==> src/hw/lss_pkg.sv <==
// Purpose: Shared constants and types for the limited speed monitor
// Assumes: 40 MHz system clock, millisecond time base
// Notes: Parameter indices select settings on the parameter port
package lss_pkg;

  // Clock and time base
  localparam int CLK_PERIOD_NS = 25; // System clock period
  localparam int MS_PERIOD_NS = 1000000; // One millisecond
  localparam int TICK_CYCLES = MS_PERIOD_NS / CLK_PERIOD_NS; // 40000

  // Parameter indices on the parameter port
  localparam logic [3:0] IDX_TRIG_SEL = 4'h0; // Trigger selector
  localparam logic [3:0] IDX_DEC_DELAY = 4'h1; // Decel monitor start delay
  localparam logic [3:0] IDX_SETTLE = 4'h2; // In-limit settle time
  localparam logic [3:0] IDX_TIMEOUT = 4'h3; // Velocity reach timeout
  localparam logic [3:0] IDX_LIMIT = 4'h4; // Speed limit value
  localparam logic [3:0] IDX_FB_EN = 4'h5; // Stop fieldbus enable
  localparam logic [3:0] IDX_ACT = 4'h6; // Stop activation setting
  localparam logic [3:0] IDX_DEC_EN = 4'h7; // Decel check enable
  localparam logic [3:0] IDX_REACT = 4'h8; // Fault reaction select
  localparam logic [3:0] IDX_WINDOW = 4'h9; // Standstill position window
  localparam logic [3:0] IDX_STATUS = 4'ha; // Read-only status

  // Reset values
  localparam logic [2:0] TRIG_RST = 3'h0; // No input
  localparam logic [15:0] DEC_DELAY_RST = 16'h0001; // 1 ms
  localparam logic [15:0] SETTLE_RST = 16'h0001; // 1 ms
  localparam logic [15:0] TIMEOUT_RST = 16'h0002; // 2 ms
  localparam logic [31:0] LIMIT_RST = 32'h0000_0001; // One user unit
  localparam logic [1:0] REACT_RST = 2'h1; // Torque off
  localparam logic [31:0] WINDOW_RST = 32'h0000_0001; // One user unit

  // Ranges
  localparam logic [2:0] TRIG_MAX = 3'h6; // Highest selector code
  localparam logic [15:0] MS_MAX = 16'hea60; // 60000 ms
  localparam logic [15:0] DELAY_MIN = 16'h0001; // Delay and settle floor
  localparam logic [15:0] TIMEOUT_MIN = 16'h0002; // Timeout floor
  localparam logic [31:0] LIMIT_MAX = 32'h7fff_ffff; // 2^31-1

  // Trigger selector codes
  localparam logic [2:0] TRIG_NONE = 3'h0; // Not used
  localparam logic [2:0] TRIG_IN1 = 3'h1; // Safe input one
  localparam logic [2:0] TRIG_IN2 = 3'h2; // Safe input two
  localparam logic [2:0] TRIG_IN3 = 3'h3; // Safe input three
  localparam logic [2:0] TRIG_IN4 = 3'h4; // Safe input four
  localparam logic [2:0] TRIG_DUAL12 = 3'h5; // Pair one/two
  localparam logic [2:0] TRIG_DUAL34 = 3'h6; // Pair three/four

  // Fault reaction codes
  localparam logic [1:0] REACT_TORQUE_OFF = 2'h1; // Torque off
  localparam logic [1:0] REACT_STOP_ONE = 2'h2; // Controlled stop type one
  localparam logic [1:0] REACT_STOP_TWO = 2'h3; // Controlled stop type two

  // Limited speed function states
  typedef enum logic [2:0] {
    LS_IDLE,
    LS_SETTLE,
    LS_MONITOR,
    LS_FAULT
  } ls_state_t;

endpackage

==> src/hw/limited_speed_standstill_monitor.sv <==
// Purpose: Limited speed and operating stop supervision per instance
// Assumes: Safe inputs request the function when low
// Notes: Settings written over the parameter port, range checked
`timescale 1ns/1ps
module limited_speed_standstill_monitor #(
  parameter int TICK_CYCLES = lss_pkg::TICK_CYCLES // Cycles per ms
) (
  input wire logic clk_sys, // System clock
  input wire logic reset, // Async reset, high
  input wire logic safe_input_one, // Safe input, low requests
  input wire logic safe_input_two, // Safe input, low requests
  input wire logic safe_input_three, // Safe input, low requests
  input wire logic safe_input_four, // Safe input, low requests
  input wire logic [31:0] velocity, // Signed encoder velocity
  input wire logic [31:0] position, // Encoder position
  input wire logic safe_encoder_present, // Safe encoder configured
  input wire logic safety_fieldbus_on, // Safety fieldbus activated
  input wire logic stop_input_request, // Operating stop input request
  input wire logic stop_fieldbus_request, // Operating stop over fieldbus
  input wire logic par_wr_en, // Parameter write strobe
  input wire logic [3:0] par_index, // Parameter index
  input wire logic [31:0] par_wdata, // Parameter write data
  output logic [31:0] par_rdata, // Parameter read data
  output logic par_refused, // Write refused pulse
  output logic limited_speed_active, // Function requested
  output logic limited_speed_monitoring, // Final monitoring state
  output logic limited_speed_faulted, // Faulted state
  output logic decel_monitor_active, // Deceleration checks running
  output logic torque_off_reaction, // Reaction torque off
  output logic controlled_stop_type_one, // Reaction stop type one
  output logic controlled_stop_type_two, // Reaction stop type two
  output logic operating_stop_active, // Operating stop monitoring
  output logic operating_stop_fault // Position left the window
);

  // Settings
  logic [2:0] trig_sel_ff; // Trigger selector
  logic [15:0] dec_delay_ff; // Decel monitor start delay
  logic [15:0] settle_ff; // In-limit settle time
  logic [15:0] timeout_ff; // Velocity reach timeout
  logic [31:0] limit_ff; // Speed limit value
  logic fb_en_ff; // Stop fieldbus enable
  logic act_ff; // Stop activation setting
  logic dec_en_ff; // Decel check enable
  logic [1:0] react_ff; // Fault reaction select
  logic [31:0] window_ff; // Standstill position window

  // Function state
  lss_pkg::ls_state_t st_ff; // Limited speed state
  logic [15:0] ms_cnt_ff; // ms since activation
  logic [15:0] settle_cnt_ff; // ms continuously in limit
  logic [31:0] cap_pos_ff; // Captured standstill position
  logic tick; // One ms enable
  logic req; // Selected trigger demands function
  logic accept; // Write within range
  logic in_limit; // Velocity below limit
  logic settle_done; // Settle time satisfied
  logic timeout_hit; // Timeout elapsed
  logic os_req; // Operating stop demanded
  logic [31:0] vel_mag; // Velocity magnitude
  logic [31:0] pos_diff; // Position minus captured
  logic [31:0] pos_mag; // Deviation magnitude

  ms_tick #(.TICK_CYCLES(TICK_CYCLES)) u_tick (
    .clk_sys(clk_sys),
    .reset(reset),
    .restart(st_ff == lss_pkg::LS_IDLE),
    .tick(tick)
  );

  // Trigger decode, dual pairs demand when either channel drops
  always_comb begin
    unique case (trig_sel_ff)
      lss_pkg::TRIG_IN1: req = !safe_input_one;
      lss_pkg::TRIG_IN2: req = !safe_input_two;
      lss_pkg::TRIG_IN3: req = !safe_input_three;
      lss_pkg::TRIG_IN4: req = !safe_input_four;
      lss_pkg::TRIG_DUAL12: req = !(safe_input_one && safe_input_two);
      lss_pkg::TRIG_DUAL34: req = !(safe_input_three && safe_input_four);
      default: req = 1'b0; // Code zero, nothing triggers
    endcase
  end

  // Range check of each write
  always_comb begin
    unique case (par_index)
      lss_pkg::IDX_TRIG_SEL: accept = par_wdata <= 32'(lss_pkg::TRIG_MAX);
      lss_pkg::IDX_DEC_DELAY, lss_pkg::IDX_SETTLE:
        accept = par_wdata >= 32'(lss_pkg::DELAY_MIN) &&
                 par_wdata <= 32'(lss_pkg::MS_MAX);
      lss_pkg::IDX_TIMEOUT:
        accept = par_wdata >= 32'(lss_pkg::TIMEOUT_MIN) &&
                 par_wdata <= 32'(lss_pkg::MS_MAX);
      lss_pkg::IDX_LIMIT:
        accept = par_wdata != 32'h0000_0000 &&
                 par_wdata <= lss_pkg::LIMIT_MAX;
      lss_pkg::IDX_FB_EN:
        accept = par_wdata == 32'h0000_0000 ||
                 (par_wdata == 32'h0000_0001 && safety_fieldbus_on);
      lss_pkg::IDX_ACT:
        accept = par_wdata == 32'h0000_0000 ||
                 (par_wdata == 32'h0000_0001 && safe_encoder_present);
      lss_pkg::IDX_DEC_EN: accept = par_wdata <= 32'h0000_0001;
      lss_pkg::IDX_REACT:
        accept = par_wdata >= 32'(lss_pkg::REACT_TORQUE_OFF) &&
                 par_wdata <= 32'(lss_pkg::REACT_STOP_TWO);
      lss_pkg::IDX_WINDOW: accept = par_wdata <= lss_pkg::LIMIT_MAX;
      default: accept = 1'b0; // Status and unmapped are read-only
    endcase
  end

  // Settings store, refused writes leave the value
  always_ff @(posedge clk_sys or posedge reset) begin
    if (reset) begin
      trig_sel_ff <= lss_pkg::TRIG_RST;
      dec_delay_ff <= lss_pkg::DEC_DELAY_RST;
      settle_ff <= lss_pkg::SETTLE_RST;
      timeout_ff <= lss_pkg::TIMEOUT_RST;
      limit_ff <= lss_pkg::LIMIT_RST;
      fb_en_ff <= 1'b0;
      act_ff <= 1'b0;
      dec_en_ff <= 1'b0;
      react_ff <= lss_pkg::REACT_RST;
      window_ff <= lss_pkg::WINDOW_RST;
    end else if (par_wr_en && accept) begin
      unique case (par_index)
        lss_pkg::IDX_TRIG_SEL: trig_sel_ff <= par_wdata[2:0];
        lss_pkg::IDX_DEC_DELAY: dec_delay_ff <= par_wdata[15:0];
        lss_pkg::IDX_SETTLE: settle_ff <= par_wdata[15:0];
        lss_pkg::IDX_TIMEOUT: timeout_ff <= par_wdata[15:0];
        lss_pkg::IDX_LIMIT: limit_ff <= par_wdata;
        lss_pkg::IDX_FB_EN: fb_en_ff <= par_wdata[0];
        lss_pkg::IDX_ACT: act_ff <= par_wdata[0];
        lss_pkg::IDX_DEC_EN: dec_en_ff <= par_wdata[0];
        lss_pkg::IDX_REACT: react_ff <= par_wdata[1:0];
        lss_pkg::IDX_WINDOW: window_ff <= par_wdata;
        default: ;
      endcase
    end
  end

  // Refusal flag and registered read data
  always_ff @(posedge clk_sys or posedge reset) begin
    if (reset) begin
      par_refused <= 1'b0;
      par_rdata <= 32'h0000_0000;
    end else begin
      par_refused <= par_wr_en && !accept;
      unique case (par_index)
        lss_pkg::IDX_TRIG_SEL: par_rdata <= 32'(trig_sel_ff);
        lss_pkg::IDX_DEC_DELAY: par_rdata <= 32'(dec_delay_ff);
        lss_pkg::IDX_SETTLE: par_rdata <= 32'(settle_ff);
        lss_pkg::IDX_TIMEOUT: par_rdata <= 32'(timeout_ff);
        lss_pkg::IDX_LIMIT: par_rdata <= limit_ff;
        lss_pkg::IDX_FB_EN: par_rdata <= 32'(fb_en_ff);
        lss_pkg::IDX_ACT: par_rdata <= 32'(act_ff);
        lss_pkg::IDX_DEC_EN: par_rdata <= 32'(dec_en_ff);
        lss_pkg::IDX_REACT: par_rdata <= 32'(react_ff);
        lss_pkg::IDX_WINDOW: par_rdata <= window_ff;
        lss_pkg::IDX_STATUS:
          par_rdata <= {26'h000_0000, operating_stop_fault,
                        operating_stop_active, decel_monitor_active,
                        limited_speed_faulted, limited_speed_monitoring,
                        limited_speed_active};
        default: par_rdata <= 32'h0000_0000;
      endcase
    end
  end

  // Velocity comparison against the limit
  assign vel_mag = velocity[31] ? (~velocity + 32'h0000_0001) : velocity;
  assign in_limit = vel_mag < limit_ff;
  assign settle_done = in_limit && settle_cnt_ff >= settle_ff;
  assign timeout_hit = !in_limit && ms_cnt_ff >= timeout_ff;

  // Millisecond counters, cleared while idle so each activation restarts
  always_ff @(posedge clk_sys or posedge reset) begin
    if (reset) begin
      ms_cnt_ff <= 16'h0000;
      settle_cnt_ff <= 16'h0000;
    end else if (st_ff == lss_pkg::LS_IDLE) begin
      ms_cnt_ff <= 16'h0000;
      settle_cnt_ff <= 16'h0000;
    end else begin
      if (tick && ms_cnt_ff != 16'hffff)
        ms_cnt_ff <= ms_cnt_ff + 16'h0001;
      if (!in_limit)
        settle_cnt_ff <= 16'h0000;
      else if (tick && settle_cnt_ff != 16'hffff)
        settle_cnt_ff <= settle_cnt_ff + 16'h0001;
    end
  end

  // Limited speed sequence; fault holds until the demand drops
  always_ff @(posedge clk_sys or posedge reset) begin
    if (reset) begin
      st_ff <= lss_pkg::LS_IDLE;
    end else begin
      unique case (st_ff)
        lss_pkg::LS_IDLE:
          if (req) st_ff <= lss_pkg::LS_SETTLE;
        lss_pkg::LS_SETTLE:
          if (!req) st_ff <= lss_pkg::LS_IDLE;
          else if (settle_done) st_ff <= lss_pkg::LS_MONITOR;
          else if (timeout_hit) st_ff <= lss_pkg::LS_FAULT;
        lss_pkg::LS_MONITOR:
          if (!req) st_ff <= lss_pkg::LS_IDLE;
          else if (!in_limit) st_ff <= lss_pkg::LS_FAULT;
        lss_pkg::LS_FAULT:
          if (!req) st_ff <= lss_pkg::LS_IDLE;
      endcase
    end
  end

  // Status and reaction outputs
  assign limited_speed_active = st_ff != lss_pkg::LS_IDLE;
  assign limited_speed_monitoring = st_ff == lss_pkg::LS_MONITOR;
  assign limited_speed_faulted = st_ff == lss_pkg::LS_FAULT;
  assign decel_monitor_active = dec_en_ff && limited_speed_active &&
                                ms_cnt_ff >= dec_delay_ff;
  assign torque_off_reaction = limited_speed_faulted &&
    react_ff == lss_pkg::REACT_TORQUE_OFF;
  assign controlled_stop_type_one = limited_speed_faulted &&
    react_ff == lss_pkg::REACT_STOP_ONE;
  assign controlled_stop_type_two = limited_speed_faulted &&
    react_ff == lss_pkg::REACT_STOP_TWO;

  // Operating stop demand, gated by activation and encoder
  assign os_req = act_ff && safe_encoder_present &&
                  (stop_input_request || (fb_en_ff && stop_fieldbus_request));
  assign pos_diff = position - cap_pos_ff;
  assign pos_mag = pos_diff[31] ? (~pos_diff + 32'h0000_0001) : pos_diff;

  // Capture position on entry, flag departures beyond the window
  always_ff @(posedge clk_sys or posedge reset) begin
    if (reset) begin
      operating_stop_active <= 1'b0;
      operating_stop_fault <= 1'b0;
      cap_pos_ff <= 32'h0000_0000;
    end else if (!os_req) begin
      operating_stop_active <= 1'b0;
      operating_stop_fault <= 1'b0;
    end else if (!operating_stop_active) begin
      operating_stop_active <= 1'b1;
      cap_pos_ff <= position;
    end else if (pos_mag > window_ff) begin
      operating_stop_fault <= 1'b1;
    end
  end

  // Checks
  a_trig_code: assert property (@(posedge clk_sys) disable iff (reset)
    trig_sel_ff <= lss_pkg::TRIG_MAX)
    else $error("trigger selector out of range");
  a_decel_after_delay: assert property (@(posedge clk_sys)
    disable iff (reset) $rose(decel_monitor_active) |->
    ms_cnt_ff >= dec_delay_ff && dec_delay_ff >= lss_pkg::DELAY_MIN)
    else $error("decel monitoring began before its delay");
  a_decel_gated: assert property (@(posedge clk_sys) disable iff (reset)
    !dec_en_ff |-> !decel_monitor_active)
    else $error("decel monitoring while disabled");
  a_settle_first: assert property (@(posedge clk_sys) disable iff (reset)
    $rose(limited_speed_monitoring) |-> $past(settle_done) &&
    $past(in_limit))
    else $error("monitoring entered without settle time");
  a_timeout_fault: assert property (@(posedge clk_sys) disable iff (reset)
    (st_ff == lss_pkg::LS_SETTLE && req && timeout_hit && !settle_done)
    |=> limited_speed_faulted)
    else $error("timeout did not fault");
  a_limit_range: assert property (@(posedge clk_sys) disable iff (reset)
    limit_ff != 32'h0000_0000 && !limit_ff[31])
    else $error("speed limit out of range");
  a_fb_gate: assert property (@(posedge clk_sys) disable iff (reset)
    $rose(fb_en_ff) |-> $past(safety_fieldbus_on))
    else $error("fieldbus enable set without fieldbus");
  a_stop_encoder: assert property (@(posedge clk_sys) disable iff (reset)
    operating_stop_active |-> $past(act_ff) &&
    $past(safe_encoder_present))
    else $error("operating stop without encoder");
  a_reaction_map: assert property (@(posedge clk_sys) disable iff (reset)
    limited_speed_faulted |-> (react_ff == lss_pkg::REACT_STOP_ONE) ==
    controlled_stop_type_one && (react_ff == lss_pkg::REACT_TORQUE_OFF) ==
    torque_off_reaction)
    else $error("reaction output mismatch");
  a_window_fault: assert property (@(posedge clk_sys) disable iff (reset)
    (operating_stop_active && os_req && pos_mag > window_ff) |=>
    operating_stop_fault)
    else $error("window departure not flagged");
  a_tick_count: assert property (@(posedge clk_sys) disable iff (reset)
    (limited_speed_active && !tick && $past(limited_speed_active))
    |=> $stable(ms_cnt_ff) || !limited_speed_active)
    else $error("timer moved without a tick");
endmodule

==> src/hw/ms_tick.sv <==
// Purpose: Millisecond enable pulse from the system clock
// Assumes: Divider held at zero by restart, one-cycle pulse
// Notes: Period set by the cycles parameter
`timescale 1ns/1ps
module ms_tick #(
  parameter int TICK_CYCLES = lss_pkg::TICK_CYCLES // Cycles per tick
) (
  input wire logic clk_sys, // System clock
  input wire logic reset, // Async reset, high
  input wire logic restart, // Hold divider at zero
  output logic tick // One-cycle pulse each ms
);

  logic [31:0] cnt_ff; // Divider count

  // Divider wraps after the period and fires the tick
  // Restart keeps the first period whole, so no delay is cut short
  always_ff @(posedge clk_sys or posedge reset) begin
    if (reset) begin
      cnt_ff <= 32'h0000_0000;
      tick <= 1'b0;
    end else if (restart) begin
      cnt_ff <= 32'h0000_0000;
      tick <= 1'b0;
    end else if (cnt_ff >= 32'(TICK_CYCLES - 1)) begin
      cnt_ff <= 32'h0000_0000;
      tick <= 1'b1;
    end else begin
      cnt_ff <= cnt_ff + 32'h0000_0001;
      tick <= 1'b0;
    end
  end

endmodule
==> config.mk <==
export PLATFORM = sky130hd
export DESIGN_NAME = limited_speed_standstill_monitor
export DESIGN_NICKNAME = d
export VERILOG_FILES = /design/src/hw/lss_pkg.sv /design/src/hw/limited_speed_standstill_monitor.sv /design/src/hw/ms_tick.sv
export SDC_FILE = /design/constraint.sdc
export NUM_CORES = 1
export LEC_CHECK = 0
export ABC_AREA = 1
export BUFFER_PORTS_ARGS = -buffer_cell sky130_fd_sc_hd__buf_2
export CORE_MARGIN = 3
export CORE_UTILIZATION = 42
export CTS_CLUSTER_DIAMETER = 120
export DETAILED_ROUTE_END_ITERATION = 16
export MAX_ROUTING_LAYER = met4
export PLACE_DENSITY_LB_ADDON = 0.08
export SLEW_MARGIN = 25
export SYNTH_ARGS = -nofsm -noshare
export SYNTH_HDL_FRONTEND = slang
export SYNTH_SLANG_ARGS = --single-unit
==> constraint.sdc <==
create_clock -name clk_sys -period 10.2 [get_ports clk_sys]
set_input_delay 1.02 -clock clk_sys [delete_from_list [all_inputs] [get_ports clk_sys]]
set_output_delay 1.02 -clock clk_sys [all_outputs]
set_load 0.1 [all_outputs]
Word-level counts from Yosys, hierarchy flattened

Index checks and enable logic that the tools add are counted.

Bitwise logic cells: 3
Equality and inequality tests: 32
Mux-type cells: 26
Reductions and logical operators: 53
Add/sub/neg operators: 6
Magnitude comparators: 13

Operators by type and width:

| cell                  | count |
|---|---|
| $pmux 32 s11          | 1 |
| $mux 32               | 4 |
| $add 32x1->32 const B | 3 |
| $mux 16               | 5 |
| $not 32->32           | 2 |
| $ge 16x16->1          | 3 |
| $add 16x1->16 const B | 2 |
| $eq 32x1->1 const B   | 1 |
| $ge 32x1->1 const B   | 1 |
| $ge 32x16->1 const B  | 1 |
| $ge 32x2->1 const B   | 1 |
| $gt 32x32->1          | 1 |
| $le 32x1->1 const B   | 1 |
| $le 32x16->1 const B  | 1 |
| $le 32x2->1 const B   | 1 |
| $le 32x3->1 const B   | 1 |
| $le 32x31->1 const B  | 1 |
| $logic_not 32->1      | 1 |
| $lt 32x32->1          | 1 |
| $ne 16x16->1 const B  | 2 |
| $reduce_bool 32->1    | 1 |
| $sub 32x32->32        | 1 |
| $reduce_and 2->1      | 12 |
| $logic_and 1x1->1     | 22 |
| 28 further kinds      | 63 |

Word-level logic and storage cells: 153
Flip-flop bits (word level): 255
Output and inout port bits: 42
Input bits: 111

Depth between registers and ports, before layout

Depth in word-level cells: 10
Mapped depth: 32
Depth with buffers taken out: 32

Modules after synthesis

A second synthesis with hierarchy kept.

Cell total of the unflattened synthesis: 2573
Area, all modules: 18512.8 sq um

By module, submodules not included:

| module                           | area each (sq um) | instances | cells an instance | sequential area each (sq um) |
|---|---|---|---|---|
| limited_speed_standstill_monitor | 17092.6           | 1         | 2427              | 5537.8 |
| ms_tick                          | 1420.1            | 1         | 146               | 825.8 |

Least setup slack after synthesis

No wires, ideal clock.

Kind: input-to-reg
Start point: in position[0]
End point: reg operating_stop_fault
Arrival: 4.102 ns
Setup time: 0.126 ns
Path buffers: 0
Cell stages on the path: 29
Path slack: 5.971 ns
Data required time: 10.074 ns
Cells stage by stage: inv_1 -> ha_1 -> inv_1 -> fa_1 -> xnor2_2 -> nand2_1 -> nor2_1 -> nand3_2 -> nor2_2 -> nand2_2 -> nor2_4 -> nand4_4 -> inv_1 -> nand2_1 -> nand2_1 -> nand2_1 -> nand2_1 -> inv_1 -> ha_1 -> a21oi_1 -> o21ai_0 -> a21oi_1 -> nor2_1 -> o21ai_0 -> nand2_1 -> a21oi_1 -> nand2_1 -> nand3_1 -> a21oi_1

Cells in the longest elaborated chain, start to end: 7

RTL lines:

| element                      | RTL line                                | text |
|---|---|---|
| from (decl)                  | limited_speed_standstill_monitor.sv:15  | `input wire logic [31:0] position,` |
| $sub 32x32->32 *             | limited_speed_standstill_monitor.sv:231 | `assign pos_diff = position - cap_pos_ff;` |
| $not 32->32                  | limited_speed_standstill_monitor.sv:232 | `assign pos_mag = pos_diff[31] ? (~pos_diff + 32'h0000_0001) : pos_diff;` |
| $add 32x1->32                | limited_speed_standstill_monitor.sv:232 |  |
| $mux 32 *                    | limited_speed_standstill_monitor.sv:232 |  |
| $gt 32x32->1 *               | limited_speed_standstill_monitor.sv:246 | `end else if (pos_mag > window_ff) begin` |
| $ne 2x1->1 (no line) *       | -                                       |  |
| $reduce_and 2->1 (no line) * | -                                       |  |
| to (signal assigned)         | limited_speed_standstill_monitor.sv:238 | `operating_stop_fault <= 1'b0;` |
| to (signal assigned)         | limited_speed_standstill_monitor.sv:242 | `operating_stop_fault <= 1'b0;` |
| to (signal assigned)         | limited_speed_standstill_monitor.sv:247 | `operating_stop_fault <= 1'b1;` |
| to (decl)                    | limited_speed_standstill_monitor.sv:33  | `output logic operating_stop_fault` |

Every way passes the cells marked *; elsewhere a longest branch is shown, timed or not.
A chain may end at the register's enable or synchronous reset.

Worst setup path in the final report

Start point: in velocity[2]
End point: reg settle_cnt_ff[0]

Cells in the longest elaborated chain, start to end: 6
Elaborated cells on any way between the ends: 7
Classes of those cells: add/sub: 1; order compare: 1; eq/ne: 1; mux: 3; bitwise: 1

RTL lines:

| element              | RTL line                                | text |
|---|---|---|
| from (decl)          | limited_speed_standstill_monitor.sv:14  | `input wire logic [31:0] velocity,` |
| $not 32->32          | limited_speed_standstill_monitor.sv:171 | `assign vel_mag = velocity[31] ? (~velocity + 32'h0000_0001) : velocity;` |
| $add 32x1->32        | limited_speed_standstill_monitor.sv:171 |  |
| $mux 32 *            | limited_speed_standstill_monitor.sv:171 |  |
| $lt 32x32->1 *       | limited_speed_standstill_monitor.sv:172 | `assign in_limit = vel_mag < limit_ff;` |
| $mux 16              | limited_speed_standstill_monitor.sv:187 | `if (!in_limit)` |
| $mux 16              | limited_speed_standstill_monitor.sv:181 | `end else if (st_ff == lss_pkg::LS_IDLE) begin` |
| to (signal assigned) | limited_speed_standstill_monitor.sv:190 | `settle_cnt_ff <= settle_cnt_ff + 16'h0001;` |
| to (decl)            | limited_speed_standstill_monitor.sv:51  | `logic [15:0] settle_cnt_ff;` |

Marked as above.

==> out/qor.txt <==
Outcome - finished clean
Clock share of power - 29.4%
Int Power - 2.32 mW
Gate power share - 42.1%
Worst R2R Setup Slack - 6100 ps
Maximum clock frequency - 204 MHz
Post-synthesis adder-cell area fraction - 10.1%
Main combinational cell family by area after synthesis - simple AND/OR/NAND/NOR gates
Clk sink count - 254
Ys flop type - dfrtp_1
Htree depth - 1
CTS buffer count - 31
Tmin final - 4910 ps
DPL Wire Length - 43.7 mm
First-pass DRT Iterations - 7
Net count, final - 2970
Relative slew slack - 39.4%
Synth Area in Simple Gates - 32.2%
Worst Setup SP - velocity[2]
Net Sw Power - 1.62 mW
Die height - 215 µm
Initial Util - 43.1%
Aggregate routed wire length - 57.1 mm
Sequential area share after synthesis - 34.6%
Skew final - 13.2 ps
Synth Area in Compound Gates - 8.68%
DR top layer - met4
FF-to-FF Start - cap_pos_ff[0]
Final worst path period share - 48.1%
Number of global-route vias before repair - 16800
Commonest non-fill, non-tap cells in the layout - nand2_1 (771), inv_1 (402), dfrtp_1 (248)
Pin count of the biggest net entering global routing - 118
Critical path arrival - 5410 ps
Mux cell area share after synthesis - 0.0613%
Mapped Cells - 2583
P&R area growth vs syn - 12.4%
DR iter-0 viols - 1582
Worst EP required - 10700 ps
WHS - 462 ps
Reg2reg end - operating_stop_fault
Routed met1 length - 26.5 mm
CTS Hold Bufs - 0
HP Start - u_tick.cnt_ff[0]
First-pass GRT wire length - 91.4 mm
Peak VDD IR - 0.144 mV
CP Max Fanout - 13
Net Sw Frac - 41.2%
Hold Crit Depth - 1
CTS tree - built
RePlAce Congestion - 0.929
Syn_area_per_cell - 7.11 µm²
Dpl cell area - 19600 µm²
Maximum root-to-sink buffer count - 3
Metal2 WL - 25.3 mm
Site Rows - 75
Final setup viols - 0
# IOs - 153
Post_cts resized - 0
Power share of the sequential group - 28.5%
Worst Hold End - u_tick.cnt_ff[0]
Final Max Slew Viols - 0
Share of layout cells above drive strength 1 - 10.5%
P_leak - 10.8 nW
Fraction of registers with async set or reset after synthesis - 100%
CORE AREA - 42600 µm²
Full die area - 46300 µm²
Final Hold Fails - 0
R2R depth - 30
Cell Area, Synth - 18400 µm²
Via/cell ratio - 5.23
Post-Synth XOR/XNOR Area - 3.28%
All-Layer GR Usage - 25.2%
Port Buffer Count - 152
Synth unique cells - 55
Worst Max-Slew Pin Slew - 909 ps
Initial antenna violation count - 1
Worst Hold Class - register to register
Seq cells post-synth - 254
PwrDens - 191 nW/µm²
DIE WIDTH - 215 µm
Commonest non-fill, non-tap cell in the layout - nand2_1
Via count - 17300
Filler cells - 4418
Crit end category - register
DR WL/cell - 17.2 µm
Max_cap viols - 0
Clock Tree Root - clkbuf_16
RSZ-0062 raised after global routing - no
Setup Crit Path Kind - input pin to register
Clock transition at path regs - 60 ps
Met3 WL - 3.57 mm
Startpoint types - input pin
Antenna Violating Nets Remaining - 0
EDFF count, synth - 0
Total gr overflow - 0
Yosys warns - 0
Finished Cell Area - 20600 µm²
Total Neg Setup Slack - 0 ps
Insertion delay to the later sink of the worst-skew pair - 590 ps
Setup Fix Bufs, Post-CTS - 0
# DRC - 0
[registers in the layout, summed over array words and instances (netlist names)]
signal / cells
operating_stop_fault: 1
ms_cnt_ff: 16
par_rdata: 32
par_refused: 1
act_ff: 1
st_ff: 2
cap_pos_ff: 32
settle_cnt_ff: 16
timeout_ff: 16
window_ff: 32
trig_sel_ff: 3
dec_en_ff: 1
u_tick.tick: 1
u_tick.cnt_ff: 32
settle_ff: 16
react_ff: 2
operating_stop_active: 1
fb_en_ff: 1
limit_ff: 32
dec_delay_ff: 16
[critical path, stage by stage]
cell and delay [ps]:
buf_2 100, inv_1 80, nand3_1 100, nor3_1 550, nand2_1 140, nor3_1 250, nand2_1 110, o31ai_1 300
xnor2_1 180, ha_1 270, a21oi_1 150, o21ai_0 90, nand2_1 60, o211ai_1 90, a21oi_1 640, nand2_1 210
inv_1 160, nand2_1 290, nor2_1 350, inv_1 90, o21ai_0 170
[through the flow]
step / total power [mW] / util (%) / worst slack [ps] / std cells
after global routing: 4.26 / 48.5 / 4800 / 3312
after detailed placement: 2.80 / 46.0 / 4750 / 3255
after global placement: 2.75 / 46.0 / 4910 / 3255
after CTS: 3.97 / 48.4 / 5360 / 3311
after floorplan: 2.35 / - / 2200 / 2598
final: 3.94 / 48.5 / 5290 / 3312
[logic make-up (layout without fill, tap and decap cells)]
kind of cell,count (synthesis),after routing
other cells,1,17
buf+inv,500,636
compound gates,276,276
mux,1,1
flops,254,254
simple gates,1336,1336
xor+xnor,67,67
fa+ha+maj,148,148
[Yosys cell counts, drive strengths merged (4+ instances only)]
master,n,area share [%]
a211oi,8,0.33
a21oi,110,3.0
a221oi,6,0.29
buf,43,1.6
clkbuf,43,0.88
dfrtp,248,34
dfstp,6,0.86
ha,147,10
inv,412,8.4
nand2,787,16
nand3,131,4.1
nand3b,4,0.16
nand4,143,5.0
nor2,192,4.2
nor3,51,1.5
nor3b,5,0.20
nor4,16,0.55
o211ai,5,0.20
o21ai,80,2.2
o221ai,16,0.76
o22ai,31,1.1
o31ai,5,0.20
xnor2,23,1.2
xor2,44,2.1
[worst max path at each step]
stage,depth (start not counted),slack (ps),to
2_1_floorplan,1,2200,act_ff
3_3_place_gp,21,4910,settle_cnt_ff[1]
3_5_place_dp,21,4750,settle_cnt_ff[0]
4_1_cts,21,5360,settle_cnt_ff[0]
5_1_grt,21,4800,settle_cnt_ff[1]
6_report,21,5290,settle_cnt_ff[0]
[per-layer routing]
metal  GRT usage, %  up-vias
met4           7.16        0
met5              -        -
met2           39.2      439
met3           4.22       97
li1               -     8636
met1           34.0     8163
[cell type report]
cell class,instances,area [µm²],area share [%]
Multi-Input combinational cell,1844,10100,48.8
Sequential cell,254,6360,30.8
Inverter,414,1560,7.56
Timing Repair Buffer,166,872,4.22
Clock buffer,40,860,4.16
Tap cell,577,722,3.50
Clock inverter,16,198,0.958
Antenna cell,1,2.50,0.0121
[power groups by stage]
| stage | logic (mW) | registers (mW) | clock network (mW) |
|---|---|---|---|
| after floorplan | 1.20 | 1.14 | 0 |
| after global placement | 1.62 | 1.14 | 0 |
| after detailed placement | 1.66 | 1.14 | 0 |
| after CTS | 1.66 | 1.12 | 1.19 |
| after global routing | 1.91 | 1.13 | 1.22 |
| final | 1.66 | 1.12 | 1.16 |
Note: power is estimated with default switching activity, not from simulation.
